File: src/rtl/actc_consts.vh
`ifndef ACTC_CONSTS_VH
`define ACTC_CONSTS_VH

// Register byte offsets.
`define ACTC_OFF_CTRL       8'h00
`define ACTC_OFF_CMD        8'h04
`define ACTC_OFF_STATUS     8'h08

// Control register field positions (least significant bit of each field).
`define ACTC_F_RATE         0
`define ACTC_F_OPMODE       3
`define ACTC_F_CONT         5
`define ACTC_F_LREJ         6
`define ACTC_F_VREF         8
`define ACTC_F_LEVEL        10
`define ACTC_F_ROUTE1       13
`define ACTC_F_ROUTE2       16
`define ACTC_F_PSW          19
`define ACTC_F_BCS          20
`define ACTC_CTRL_W         21
`define ACTC_CTRL_RST       21'h000000

// Command register bits.
`define ACTC_C_START        0
`define ACTC_C_SLEEP        1
`define ACTC_C_RESET        2

// Status register bits.
`define ACTC_S_READY_N      0
`define ACTC_S_BUSY         1
`define ACTC_S_EXT          2
`define ACTC_S_REF          3
`define ACTC_S_OSC          4
`define ACTC_S_SWITCH       5

// Operating modes.
`define ACTC_MODE_NORMAL    2'h0
`define ACTC_MODE_DUTY      2'h1
`define ACTC_MODE_TURBO     2'h2

// Times and bus clock.
`define ACTC_PCLK_MHZ       10
`define ACTC_OSC_WAKE_NS    50000
`define ACTC_OSC_WAKE_T_NS  25000
`define ACTC_REF_SETTLE_NS  25000

// Counts in system clock periods.
`define ACTC_LEAD_NORM      20'd210
`define ACTC_LEAD_TURBO     20'd114
`define ACTC_MOD_TOP_NORM   4'hf
`define ACTC_MOD_TOP_TURBO  4'h7

// Conversion periods: N normal, D duty-cycle, T turbo; C continuous, S single-shot.
`define ACTC_NC0 20'd204768
`define ACTC_NC1 20'd91120
`define ACTC_NC2 20'd46128
`define ACTC_NC3 20'd23664
`define ACTC_NC4 20'd12464
`define ACTC_NC5 20'd6896
`define ACTC_NC6 20'd4144
`define ACTC_NS0 20'd204850
`define ACTC_NS1 20'd91218
`define ACTC_NS2 20'd46226
`define ACTC_NS3 20'd23762
`define ACTC_NS4 20'd12562
`define ACTC_NS5 20'd6994
`define ACTC_NS6 20'd4242
`define ACTC_DC0 20'd823120
`define ACTC_DC1 20'd364560
`define ACTC_DC2 20'd184592
`define ACTC_DC3 20'd94736
`define ACTC_DC4 20'd49936
`define ACTC_DC5 20'd27664
`define ACTC_DC6 20'd16656
`define ACTC_TC0 20'd102384
`define ACTC_TC1 20'd45560
`define ACTC_TC2 20'd23064
`define ACTC_TC3 20'd11832
`define ACTC_TC4 20'd6232
`define ACTC_TC5 20'd3448
`define ACTC_TC6 20'd2072
`define ACTC_TS0 20'd102434
`define ACTC_TS1 20'd45618
`define ACTC_TS2 20'd23122
`define ACTC_TS3 20'd11890
`define ACTC_TS4 20'd6290
`define ACTC_TS5 20'd3506
`define ACTC_TS6 20'd2130

`endif

File: src/rtl/actc_top.v
// What this block does
// - First result after start is fully settled.
// - Line-rejection field applies only at lowest rate, outside turbo mode.
// - Rates and notches scale with system clock.
// - Continuous start waits 210 or 114 clocks.
// - Single-shot time counted in whole clock periods.
// - Internal oscillator adds wake-up delay in single-shot.
// - Oscillator powers up at start; conversion waits.
// - Duty-cycle single-shot uses normal-mode timing.
// - Normal-mode conversion period table.
// - Duty-cycle continuous conversion period table.
// - Turbo-mode conversion period table.
// - Two-bit reference select, internal after reset.
// - Internal reference settles before conversion proceeds.
// - Two external clock edges switch clock source.
// - Level and two route fields drive excitation sources.
// - Excitation stays on unless level zero or sleep.
// - Enabled switch closes on start, opens on sleep.
// - Clearing switch enable opens it; open after reset.
// - Burn-out enable drives both burn-out sources.
// - Modulator strobe every 16 or 8 clocks.
//
// The APB register port and the register addresses are this design's own decisions.
`timescale 1ns/1ps
`include "actc_consts.vh"
module actc_top
#(
    parameter [15:0] OSC_PHASE_INC = 16'h68dc
)
(
    input  wire        pclk,
    input  wire        presetn,
    input  wire        psel,
    input  wire        penable,
    input  wire        pwrite,
    input  wire [7:0]  paddr,
    input  wire [31:0] pwdata,
    output reg  [31:0] prdata,
    output reg         pready,
    output reg         pslverr,
    input  wire        ext_clk_in,
    output reg         result_ready_n,
    output reg         mod_clk_strobe,
    output reg  [1:0]  filter_reject,
    output reg  [1:0]  vref_select,
    output reg  [2:0]  excitation_current_level,
    output reg  [2:0]  excitation1_route,
    output reg  [2:0]  excitation2_route,
    output reg         excitation_enable,
    output reg         low_side_switch_closed,
    output reg         burnout_source_enable,
    output reg         clock_external,
    output reg         osc_enable
);
    localparam [1:0] ST_IDLE = 2'h0;
    localparam [1:0] ST_LEAD = 2'h1;
    localparam [1:0] ST_CONV = 2'h2;

    localparam integer WAKE_CYC   = (`ACTC_OSC_WAKE_NS * `ACTC_PCLK_MHZ) / 1000;
    localparam integer WAKE_T_CYC = (`ACTC_OSC_WAKE_T_NS * `ACTC_PCLK_MHZ) / 1000;
    localparam integer REF_CYC    = (`ACTC_REF_SETTLE_NS * `ACTC_PCLK_MHZ + 999) / 1000;

    // Period lookup; duty-cycle single-shot falls through to the normal column.
    function [19:0] conv_len;
        input [1:0] mode;
        input       single;
        input [2:0] rate;
        reg   [2:0] col;
        begin
            if (mode == `ACTC_MODE_TURBO)
                col = single ? 3'h4 : 3'h3;
            else if (single)
                col = 3'h1;
            else if (mode == `ACTC_MODE_DUTY)
                col = 3'h2;
            else
                col = 3'h0;
            case ({col, rate})
                6'h00: conv_len = `ACTC_NC0;
                6'h01: conv_len = `ACTC_NC1;
                6'h02: conv_len = `ACTC_NC2;
                6'h03: conv_len = `ACTC_NC3;
                6'h04: conv_len = `ACTC_NC4;
                6'h05: conv_len = `ACTC_NC5;
                6'h08: conv_len = `ACTC_NS0;
                6'h09: conv_len = `ACTC_NS1;
                6'h0a: conv_len = `ACTC_NS2;
                6'h0b: conv_len = `ACTC_NS3;
                6'h0c: conv_len = `ACTC_NS4;
                6'h0d: conv_len = `ACTC_NS5;
                6'h0e: conv_len = `ACTC_NS6;
                6'h10: conv_len = `ACTC_DC0;
                6'h11: conv_len = `ACTC_DC1;
                6'h12: conv_len = `ACTC_DC2;
                6'h13: conv_len = `ACTC_DC3;
                6'h14: conv_len = `ACTC_DC4;
                6'h15: conv_len = `ACTC_DC5;
                6'h16: conv_len = `ACTC_DC6;
                6'h18: conv_len = `ACTC_TC0;
                6'h19: conv_len = `ACTC_TC1;
                6'h1a: conv_len = `ACTC_TC2;
                6'h1b: conv_len = `ACTC_TC3;
                6'h1c: conv_len = `ACTC_TC4;
                6'h1d: conv_len = `ACTC_TC5;
                6'h1e: conv_len = `ACTC_TC6;
                6'h20: conv_len = `ACTC_TS0;
                6'h21: conv_len = `ACTC_TS1;
                6'h22: conv_len = `ACTC_TS2;
                6'h23: conv_len = `ACTC_TS3;
                6'h24: conv_len = `ACTC_TS4;
                6'h25: conv_len = `ACTC_TS5;
                6'h26: conv_len = `ACTC_TS6;
                default: conv_len = (col == 3'h1) ? `ACTC_NS6 : `ACTC_NC6;
            endcase
        end
    endfunction

    function is_reg;
        input [7:0] addr;
        input [7:0] off;
        begin
            is_reg = (addr == off);
        end
    endfunction

    reg  [`ACTC_CTRL_W-1:0] ctrl_q;
    reg  [`ACTC_CTRL_W-1:0] ctrl_d;
    reg  [1:0]              state_q;
    reg  [19:0]             cnt_q;
    reg  [9:0]              wake_q;
    reg  [9:0]              ref_q;
    reg  [3:0]              mod_cnt_q;
    reg  [15:0]             phase_q;
    reg                     osc_tick_q;
    reg  [1:0]              ext_edges_q;
    reg                     osc_on_q;
    reg                     sleep_q;
    reg                     sleep_d;
    wire                    ext_rise;
    wire [16:0]             phase_sum;

    wire       access   = psel & penable;
    wire       taken    = access & pready;
    wire       wr_take  = taken & pwrite;
    wire       rd_take  = taken & ~pwrite;
    wire       cfg_wr   = wr_take & is_reg(paddr, `ACTC_OFF_CTRL);
    wire       cmd_wr   = wr_take & is_reg(paddr, `ACTC_OFF_CMD);
    wire       reset_cmd = cmd_wr & pwdata[`ACTC_C_RESET];
    wire       sleep_cmd = cmd_wr & pwdata[`ACTC_C_SLEEP] & ~reset_cmd;
    wire       start_cmd = cmd_wr & pwdata[`ACTC_C_START] & ~reset_cmd & ~pwdata[`ACTC_C_SLEEP];
    // A configuration write during a conversion restarts it.
    wire       start_evt = start_cmd | (cfg_wr & (state_q != ST_IDLE));
    wire       status_rd = rd_take & is_reg(paddr, `ACTC_OFF_STATUS);

    wire [1:0] mode     = ctrl_q[`ACTC_F_OPMODE+:2];
    wire       turbo    = (mode == `ACTC_MODE_TURBO);
    wire       single   = ~ctrl_q[`ACTC_F_CONT];
    wire [2:0] rate     = ctrl_q[`ACTC_F_RATE+:3];
    wire [1:0] mode_n   = ctrl_d[`ACTC_F_OPMODE+:2];
    wire       single_n = ~ctrl_d[`ACTC_F_CONT];
    // The conversion clock: internal oscillator phase or the adopted external clock.
    wire       sys_tick = clock_external ? ext_rise : osc_tick_q;
    wire       hold     = (wake_q != 10'h000) | (ref_q != 10'h000);
    wire       run_tick = sys_tick & ~hold;

    assign phase_sum = {1'b0, phase_q} + {1'b0, OSC_PHASE_INC};

    actc_sync_rise u_ext_sync
    (
        .pclk     (pclk),
        .presetn  (presetn),
        .async_in (ext_clk_in),
        .rise_q   (ext_rise)
    );

    always @*
    begin
        ctrl_d = ctrl_q;
        if (reset_cmd)
            ctrl_d = `ACTC_CTRL_RST;
        else if (cfg_wr)
            ctrl_d = pwdata[`ACTC_CTRL_W-1:0];
        sleep_d = sleep_q;
        if (reset_cmd | start_cmd)
            sleep_d = 1'b0;
        else if (sleep_cmd)
            sleep_d = 1'b1;
    end

    // Bus slave: one wait state, so every access phase lasts two cycles.
    always @(posedge pclk or negedge presetn)
    begin
        if (!presetn)
        begin
            pready  <= 1'b0;
            pslverr <= 1'b0;
            prdata  <= 32'h00000000;
        end
        else
        begin
            pready  <= access & ~pready;
            pslverr <= access & ~pready & ~is_reg(paddr, `ACTC_OFF_CTRL)
                       & ~is_reg(paddr, `ACTC_OFF_CMD) & ~is_reg(paddr, `ACTC_OFF_STATUS);
            prdata  <= 32'h00000000;
            if (access & ~pready & ~pwrite)
            begin
                if (is_reg(paddr, `ACTC_OFF_CTRL))
                    prdata <= {11'h000, ctrl_q};
                else if (is_reg(paddr, `ACTC_OFF_STATUS))
                    prdata <= {26'h0000000, low_side_switch_closed, osc_enable,
                               hold, clock_external, state_q != ST_IDLE, result_ready_n};
            end
        end
    end

    // Clock source: two edges on the pin adopt it until a reset or reset command.
    always @(posedge pclk or negedge presetn)
    begin
        if (!presetn)
        begin
            phase_q        <= 16'h0000;
            osc_tick_q     <= 1'b0;
            ext_edges_q    <= 2'h0;
            clock_external <= 1'b0;
        end
        else
        begin
            phase_q    <= phase_sum[15:0];
            osc_tick_q <= phase_sum[16];
            if (reset_cmd)
            begin
                ext_edges_q    <= 2'h0;
                clock_external <= 1'b0;
            end
            else if (ext_rise & ~clock_external)
            begin
                ext_edges_q <= ext_edges_q + 2'h1;
                if (ext_edges_q == 2'h1)
                    clock_external <= 1'b1;
            end
        end
    end

    // Configuration outputs and power sequencing of the switch and sources.
    always @(posedge pclk or negedge presetn)
    begin
        if (!presetn)
        begin
            ctrl_q                   <= `ACTC_CTRL_RST;
            sleep_q                  <= 1'b0;
            vref_select              <= 2'h0;
            filter_reject            <= 2'h0;
            excitation_current_level <= 3'h0;
            excitation1_route        <= 3'h0;
            excitation2_route        <= 3'h0;
            excitation_enable        <= 1'b0;
            low_side_switch_closed   <= 1'b0;
            burnout_source_enable    <= 1'b0;
        end
        else
        begin
            ctrl_q      <= ctrl_d;
            sleep_q     <= sleep_d;
            vref_select <= ctrl_d[`ACTC_F_VREF+:2];
            if ((ctrl_d[`ACTC_F_RATE+:3] == 3'h0) && (mode_n != `ACTC_MODE_TURBO))
                filter_reject <= ctrl_d[`ACTC_F_LREJ+:2];
            else
                filter_reject <= 2'h0;
            excitation_current_level <= ctrl_d[`ACTC_F_LEVEL+:3];
            excitation1_route        <= ctrl_d[`ACTC_F_ROUTE1+:3];
            excitation2_route        <= ctrl_d[`ACTC_F_ROUTE2+:3];
            excitation_enable <= (ctrl_d[`ACTC_F_LEVEL+:3] != 3'h0) & ~sleep_d;
            if (!ctrl_d[`ACTC_F_PSW])
                low_side_switch_closed <= 1'b0;
            else if (sleep_cmd)
                low_side_switch_closed <= 1'b0;
            else if (start_cmd)
                low_side_switch_closed <= 1'b1;
            burnout_source_enable <= ctrl_d[`ACTC_F_BCS];
        end
    end

    // Conversion sequencer, counting system clock periods.
    always @(posedge pclk or negedge presetn)
    begin
        if (!presetn)
        begin
            state_q        <= ST_IDLE;
            cnt_q          <= 20'h00000;
            wake_q         <= 10'h000;
            ref_q          <= REF_CYC[9:0];
            osc_on_q       <= 1'b0;
            osc_enable     <= 1'b0;
            result_ready_n <= 1'b1;
        end
        else
        begin
            if (wake_q != 10'h000)
                wake_q <= wake_q - 10'h001;
            if (ref_q != 10'h000)
                ref_q <= ref_q - 10'h001;
            if (status_rd)
                result_ready_n <= 1'b1;
            if (reset_cmd | sleep_cmd)
            begin
                state_q  <= ST_IDLE;
                osc_on_q <= 1'b0;
                wake_q   <= 10'h000;
                if (reset_cmd)
                    ref_q <= REF_CYC[9:0];
            end
            else if (start_evt)
            begin
                result_ready_n <= 1'b1;
                osc_on_q       <= 1'b1;
                if (single_n)
                begin
                    state_q <= ST_CONV;
                    cnt_q   <= conv_len(mode_n, 1'b1, ctrl_d[`ACTC_F_RATE+:3]);
                end
                else
                begin
                    state_q <= ST_LEAD;
                    cnt_q   <= (mode_n == `ACTC_MODE_TURBO) ? `ACTC_LEAD_TURBO
                                                             : `ACTC_LEAD_NORM;
                end
                // Wake time is the worst case, paid only while the oscillator sleeps.
                if (!osc_on_q && !clock_external)
                    wake_q <= (mode_n == `ACTC_MODE_TURBO) ? WAKE_T_CYC[9:0]
                                                            : WAKE_CYC[9:0];
                if (sleep_q ||
                    (cfg_wr && ctrl_q[`ACTC_F_VREF+:2] != 2'h0
                     && ctrl_d[`ACTC_F_VREF+:2] == 2'h0))
                    ref_q <= REF_CYC[9:0];
            end
            else
            begin
                if (cfg_wr && ctrl_q[`ACTC_F_VREF+:2] != 2'h0 && ctrl_d[`ACTC_F_VREF+:2] == 2'h0)
                    ref_q <= REF_CYC[9:0];
                case (state_q)
                    ST_IDLE:
                        cnt_q <= cnt_q;
                    ST_LEAD:
                        if (run_tick)
                        begin
                            if (cnt_q == 20'h00001)
                            begin
                                state_q <= ST_CONV;
                                cnt_q   <= conv_len(mode, 1'b0, rate);
                            end
                            else
                                cnt_q <= cnt_q - 20'h00001;
                        end
                    ST_CONV:
                        if (run_tick)
                        begin
                            if (cnt_q == 20'h00001)
                            begin
                                // The filter settles in one period, so every result is valid.
                                result_ready_n <= 1'b0;
                                if (single)
                                begin
                                    state_q  <= ST_IDLE;
                                    osc_on_q <= 1'b0;
                                end
                                else
                                    cnt_q <= conv_len(mode, 1'b0, rate);
                            end
                            else
                            begin
                                // Rise ahead of the next fall so falling edges mark periods.
                                if (cnt_q == 20'h00002 && !single)
                                    result_ready_n <= 1'b1;
                                cnt_q <= cnt_q - 20'h00001;
                            end
                        end
                    default:
                        state_q <= ST_IDLE;
                endcase
            end
            osc_enable <= osc_on_q & ~clock_external & ~(ext_rise & ext_edges_q[0]);
        end
    end

    // Modulator strobe: one pulse per 16 system clocks, or per 8 in turbo.
    always @(posedge pclk or negedge presetn)
    begin
        if (!presetn)
        begin
            mod_cnt_q      <= 4'h0;
            mod_clk_strobe <= 1'b0;
        end
        else
        begin
            mod_clk_strobe <= 1'b0;
            if (start_evt | (state_q == ST_IDLE))
                mod_cnt_q <= 4'h0;
            else if (run_tick)
            begin
                if (mod_cnt_q >= (turbo ? `ACTC_MOD_TOP_TURBO : `ACTC_MOD_TOP_NORM))
                begin
                    mod_cnt_q      <= 4'h0;
                    mod_clk_strobe <= 1'b1;
                end
                else
                    mod_cnt_q <= mod_cnt_q + 4'h1;
            end
        end
    end
endmodule

File: src/rtl/actc_sync_rise.v
`timescale 1ns/1ps
// Two-flop synchroniser followed by a rising-edge detector on the settled copy.
module actc_sync_rise
(
    input  wire pclk,
    input  wire presetn,
    input  wire async_in,
    output reg  rise_q
);
    reg meta_q;
    reg sync_q;
    reg last_q;

    always @(posedge pclk or negedge presetn)
    begin
        if (!presetn)
        begin
            meta_q <= 1'b0;
            sync_q <= 1'b0;
            last_q <= 1'b0;
            rise_q <= 1'b0;
        end
        else
        begin
            meta_q <= async_in;
            sync_q <= meta_q;
            last_q <= sync_q;
            rise_q <= sync_q & ~last_q;
        end
    end
endmodule

File: config.mk
export PLATFORM = sky130hd
export DESIGN_NAME = actc_top
export DESIGN_NICKNAME = d
export VERILOG_FILES = /design/src/rtl/actc_top.v /design/src/rtl/actc_sync_rise.v
export VERILOG_INCLUDE_DIRS = /design/src /design/src/rtl
export SDC_FILE = /design/constraint.sdc
export NUM_CORES = 1
export LEC_CHECK = 0
export BUFFER_PORTS_ARGS = -buffer_cell sky130_fd_sc_hd__buf_2
export CORE_MARGIN = 2
export CORE_UTILIZATION = 63
export DETAILED_ROUTE_END_ITERATION = 10
export PLACE_DENSITY = 0.94
export SYNTH_ARGS = -nofsm -noshare
export SYNTH_HDL_FRONTEND = slang
export SYNTH_SLANG_ARGS = --single-unit
File: constraint.sdc
create_clock -name pclk -period 3.8 [get_ports pclk]
set_clock_uncertainty 0.05 [all_clocks]
set_input_delay 0.19 -clock pclk [delete_from_list [all_inputs] [get_ports pclk]]
set_output_delay 0.19 -clock pclk [all_outputs]
set_load 0.03 [all_outputs]
==> results.toml <==
[pwr]
net-switching-power_uw = 809.6
power-per-cell-area_nw_per_um2 = 404.8
cellLeakagePower_uw = 0.003724
seq_power_share_pct = 42.9
comb_power_share_pct = 6.9
sw_share_pct = 24.18
power.internal_uw = 2539
ir_drop_v = 0.0004895
clock_power_share_pct = 50.2

[cells_and_area]
layout.filler_cells = 703
final-seq-area_um2 = 3037
finalNetCount = 940
final-instance-count-excl-fill = 1037
area_growth_syn_to_layout_pct = 15.64
final_layout_size_suffix_gt1_share_pct = 17.17
multi_input_comb_area_um2 = 3707
antenna_cells_inserted = 0
postLayoutCoreUtil_pct = 75.64

[synth]
synthDistinctLibCells = 79
yosys.area.top_type_share_pct = 39.88
synth_area_leader_cell = "sky130_fd_sc_hd__dfrtp_1"
cell_area_after_synthesis_um2 = 7153
yosys_most_used_dff = "sky130_fd_sc_hd__dfrtp_1"
seq_area_frac_synth_pct = 42.45
count_of_flip_flops_with_a_built_in_enable_after_synthesis = 0
synth_top_cells_by_count = "114 x sky130_fd_sc_hd__dfrtp_1, 90 x sky130_fd_sc_hd__nor2_1, 86 x sky130_fd_sc_hd__nand2_1"
synth_warnings = 0
count_leader_synth = "sky130_fd_sc_hd__dfrtp_1"
ys_async_sr_fraction_pct = 100.0
synthesis.instances = 817
ys_top_cells_by_area = "sky130_fd_sc_hd__dfrtp_1 40%, sky130_fd_sc_hd__nor2_1 4.7%, sky130_fd_sc_hd__a21oi_1 4.7%"
number_of_flip_flops_and_latches_in_the_synthesized_netlist = 121
synth.avg_cell_area_um2 = 8.755

[floorplanning]
placementRows = 38
core_area_um2 = 10940
die-area_um2 = 12220
floorplan.io_pins = 100
die_width_um = 110.6
initial_utilization_pct = 65.41
die-height_um = 110.6

[sta]
postLayoutSetupSlackWorst_ns = 0.8658
slew_viol_final = 0
grt_setup_unrepaired = "false"
report.final.hold_viol_count = 0
timing.slew.headroom_pct = 24.07
fin_setup_tns_ns = 0
worst_slew_pin_slew_ns = 1.130
max_freq_mhz = 340.8
setup-violations-final = 0
finalCriticalPeriod_ns = 2.934
fin_crit_sh_pct = 77.22

[route]
drt_drc_violations_left = 1
first_iter_violations = 1107
first_pass_iters = 11
avgViaCountPerCell = 6.588
post_drt_wl_per_cell_um = 19.72
post_detailed_route_count_of_antenna_violating_nets = 0
route.final.wire_length_mm = 20.45
num_vias = 6832

[setup_path]
cp.required_ns = 4.06
arrival_time_of_data_at_the_critical_path_endpoint_ns = 3.20
critical_path_class = "register to register"
crit_path_max_fanout = 22
cp-end-kind = "register"
reg2reg_setup_slack_ns = 0.87
timing.reg2reg.worst_path_depth = 9
timing.rr.end = "cnt_q[9]$_DFFE_PN0P_"
crit-reg2reg-launch = "ref_q[0]$_DFF_PN0_"
cp-start-kind = "register"

[clock_tree]
cts_tree = "built"
clock_latency_on_the_worst_skew_pair_ns = 0.43
max-clock-path-buffers = 2
post-cts-setup-buffers = 0
numCtsBuffers = 17
cts.sinks = 121
clk_root_buffer_cell = "sky130_fd_sc_hd__clkbuf_16"
worst_setup_hold_path_clk_slew_ns = 0.06
cts_htree_levels = 4

[worst_hold_path]
worstHoldPathCells = 3
min_delay_worst_endpoint = "ctrl_q[7]$_DFF_PN0_"
worstHoldStart = "pwdata[7]"
holdCritPathClass = "primary input to register"

[flow_run]
max-cap-violations = 0

[grt]
grt_max_degree = 77
number_of_antenna_violations_at_the_first_check_in_global_routing = 0
first_pass_grt_wire_length_mm = 33.53
gr-total-overflow = 0
grt_pass1_vias = 6625
grt_util_all_layers_pct = 34.08

[status]
outcome = "finished with violations"
failing_checks = "design-rule violations"

[placed_design]
sum_of_net_half_perimeters_after_detailed_placement_mm = 12.71
place.detailed.instances = 988
finalWeightedCongestion = 0.9389
pre_cts_slack_ns = 0.7302
io_buffers = 77
## critical path: stages (launching register included)
cell	delay, ns
sky130_fd_sc_hd__dfrtp_1	0.41
sky130_fd_sc_hd__inv_1	0.13
sky130_fd_sc_hd__ha_1	0.24
sky130_fd_sc_hd__or3b_2	0.55
sky130_fd_sc_hd__nor4_4	0.31
sky130_fd_sc_hd__and3_2	0.34
sky130_fd_sc_hd__and2_4	0.18
sky130_fd_sc_hd__o21a_4	0.28
sky130_fd_sc_hd__o221ai_1	0.18
sky130_fd_sc_hd__o21a_1	0.14
## metal layers
| layer | part of all wire (%) | vias to the layer above | GRT usage, % | routed length (um) |
|---|---|---|---|---|
| met2 | 46 | 512 | 52.72 | 9433 |
| li1 | - | 3002 | - | - |
| met1 | 38 | 3179 | 43.73 | 7822 |
| met5 | 0 | - | 0 | 0 |
| met4 | 5.9 | 0 | 19.17 | 1201 |
| met3 | 9.8 | 139 | 8.782 | 1995 |
## cell type report
cell class                 count  share of cell area, %
clock buffer                  21                  5.687
clock inverter                11                  1.755
inverter                      19                 0.8622
multi-input combinational    620                  44.82
sequential                   121                  36.71
tap                          140                  2.118
timing repair buffer         105                  8.047
## through the flow
step,total power [uW],hold WS (ns),area [um^2]
after floorplan,1577,-0.1556,7191
after detailed placement,1661,0.2493,7486
after global routing,3451,0.04320,8272
after CTS,3349,0.00008321,8272
after global placement,1645,0.2509,7486
final,3348,0.008494,8272
## layout by cell type (no fill, tap or decap), drive strengths merged, types with 5 or more instances in the layout
| cell | instances |
|---|---|
| dfrtp | 114 |
| nor2 | 91 |
| buf | 88 |
| nand2 | 86 |
| a21oi | 67 |
| nor3 | 42 |
| o21ai | 42 |
| and2 | 23 |
| clkbuf | 21 |
| xnor2 | 19 |
| inv | 19 |
| dlygate4sd3 | 17 |
| nor4 | 16 |
| xor2 | 15 |
| nand3 | 15 |
| a211oi | 14 |
| mux2i | 14 |
| nor2b | 14 |
| nand2b | 11 |
| conb | 11 |
| o31ai | 10 |
| ha | 10 |
| nand4 | 9 |
| and3 | 9 |
| or4 | 9 |
| or3 | 8 |
| a31oi | 8 |
| o21a | 8 |
| nor3b | 7 |
| dfstp | 7 |
| a221oi | 5 |
| clkinv | 5 |
## kinds of logic (layout without fill, tap and decap cells)
logic type / after synthesis / after routing / synth area share [%]
xor gates and xnor gates: 34 / 34 / 4.163
DFF: 121 / 121 / 42.45
other: 1 / 11 / 0.05242
adders and majority gates: 11 / 11 / 1.889
and+or+nand+nor: 351 / 351 / 25.05
buffers and inverters: 86 / 156 / 6.332
AOI/OAI and AO/OA: 195 / 195 / 17.47
muxes: 18 / 18 / 2.589
## power groups by stage
stage | sequential, uW | combinational, uW | clock, uW
floorplan | 1440 | 140 | 0
global placement | 1450 | 198 | 0
detailed placement | 1450 | 207 | 0
CTS | 1430 | 229 | 1690
global route | 1440 | 257 | 1750
finish | 1440 | 232 | 1680
## registers in the layout, indices dropped and copies added (netlist names), 2 cells and up
| signal | flops |
|---|---|
| phase_q | 14 |
| mod_cnt_q | 4 |
| state_q | 2 |
| prdata | 21 |
| ext_edges_q | 2 |
| wake_q | 10 |
| cnt_q | 20 |
| ctrl_q | 20 |
| ref_q | 10 |
| filter_reject | 2 |
## worst max path at each step
stage / start / depth (start not counted) / end
floorplan: wake_q[0]$_DFF_PN0_ / 10 / cnt_q[11]$_DFFE_PN0P_
global placement: paddr[5] / 9 / cnt_q[9]$_DFFE_PN0P_
detailed placement: paddr[5] / 9 / cnt_q[9]$_DFFE_PN0P_
CTS: wake_q[0]$_DFF_PN0_ / 9 / cnt_q[9]$_DFFE_PN0P_
global route: wake_q[0]$_DFF_PN0_ / 9 / cnt_q[10]$_DFFE_PN0P_
finish: ref_q[0]$_DFF_PN0_ / 9 / cnt_q[9]$_DFFE_PN0P_
## timing repair
action,in CTS,in global routing
hold endpoints to repair,85,0
setup endpoints to repair,0,0
hold buffers,17,0
resized for setup,0,0
No activity file was read; power rests on OpenSTA's default activity.
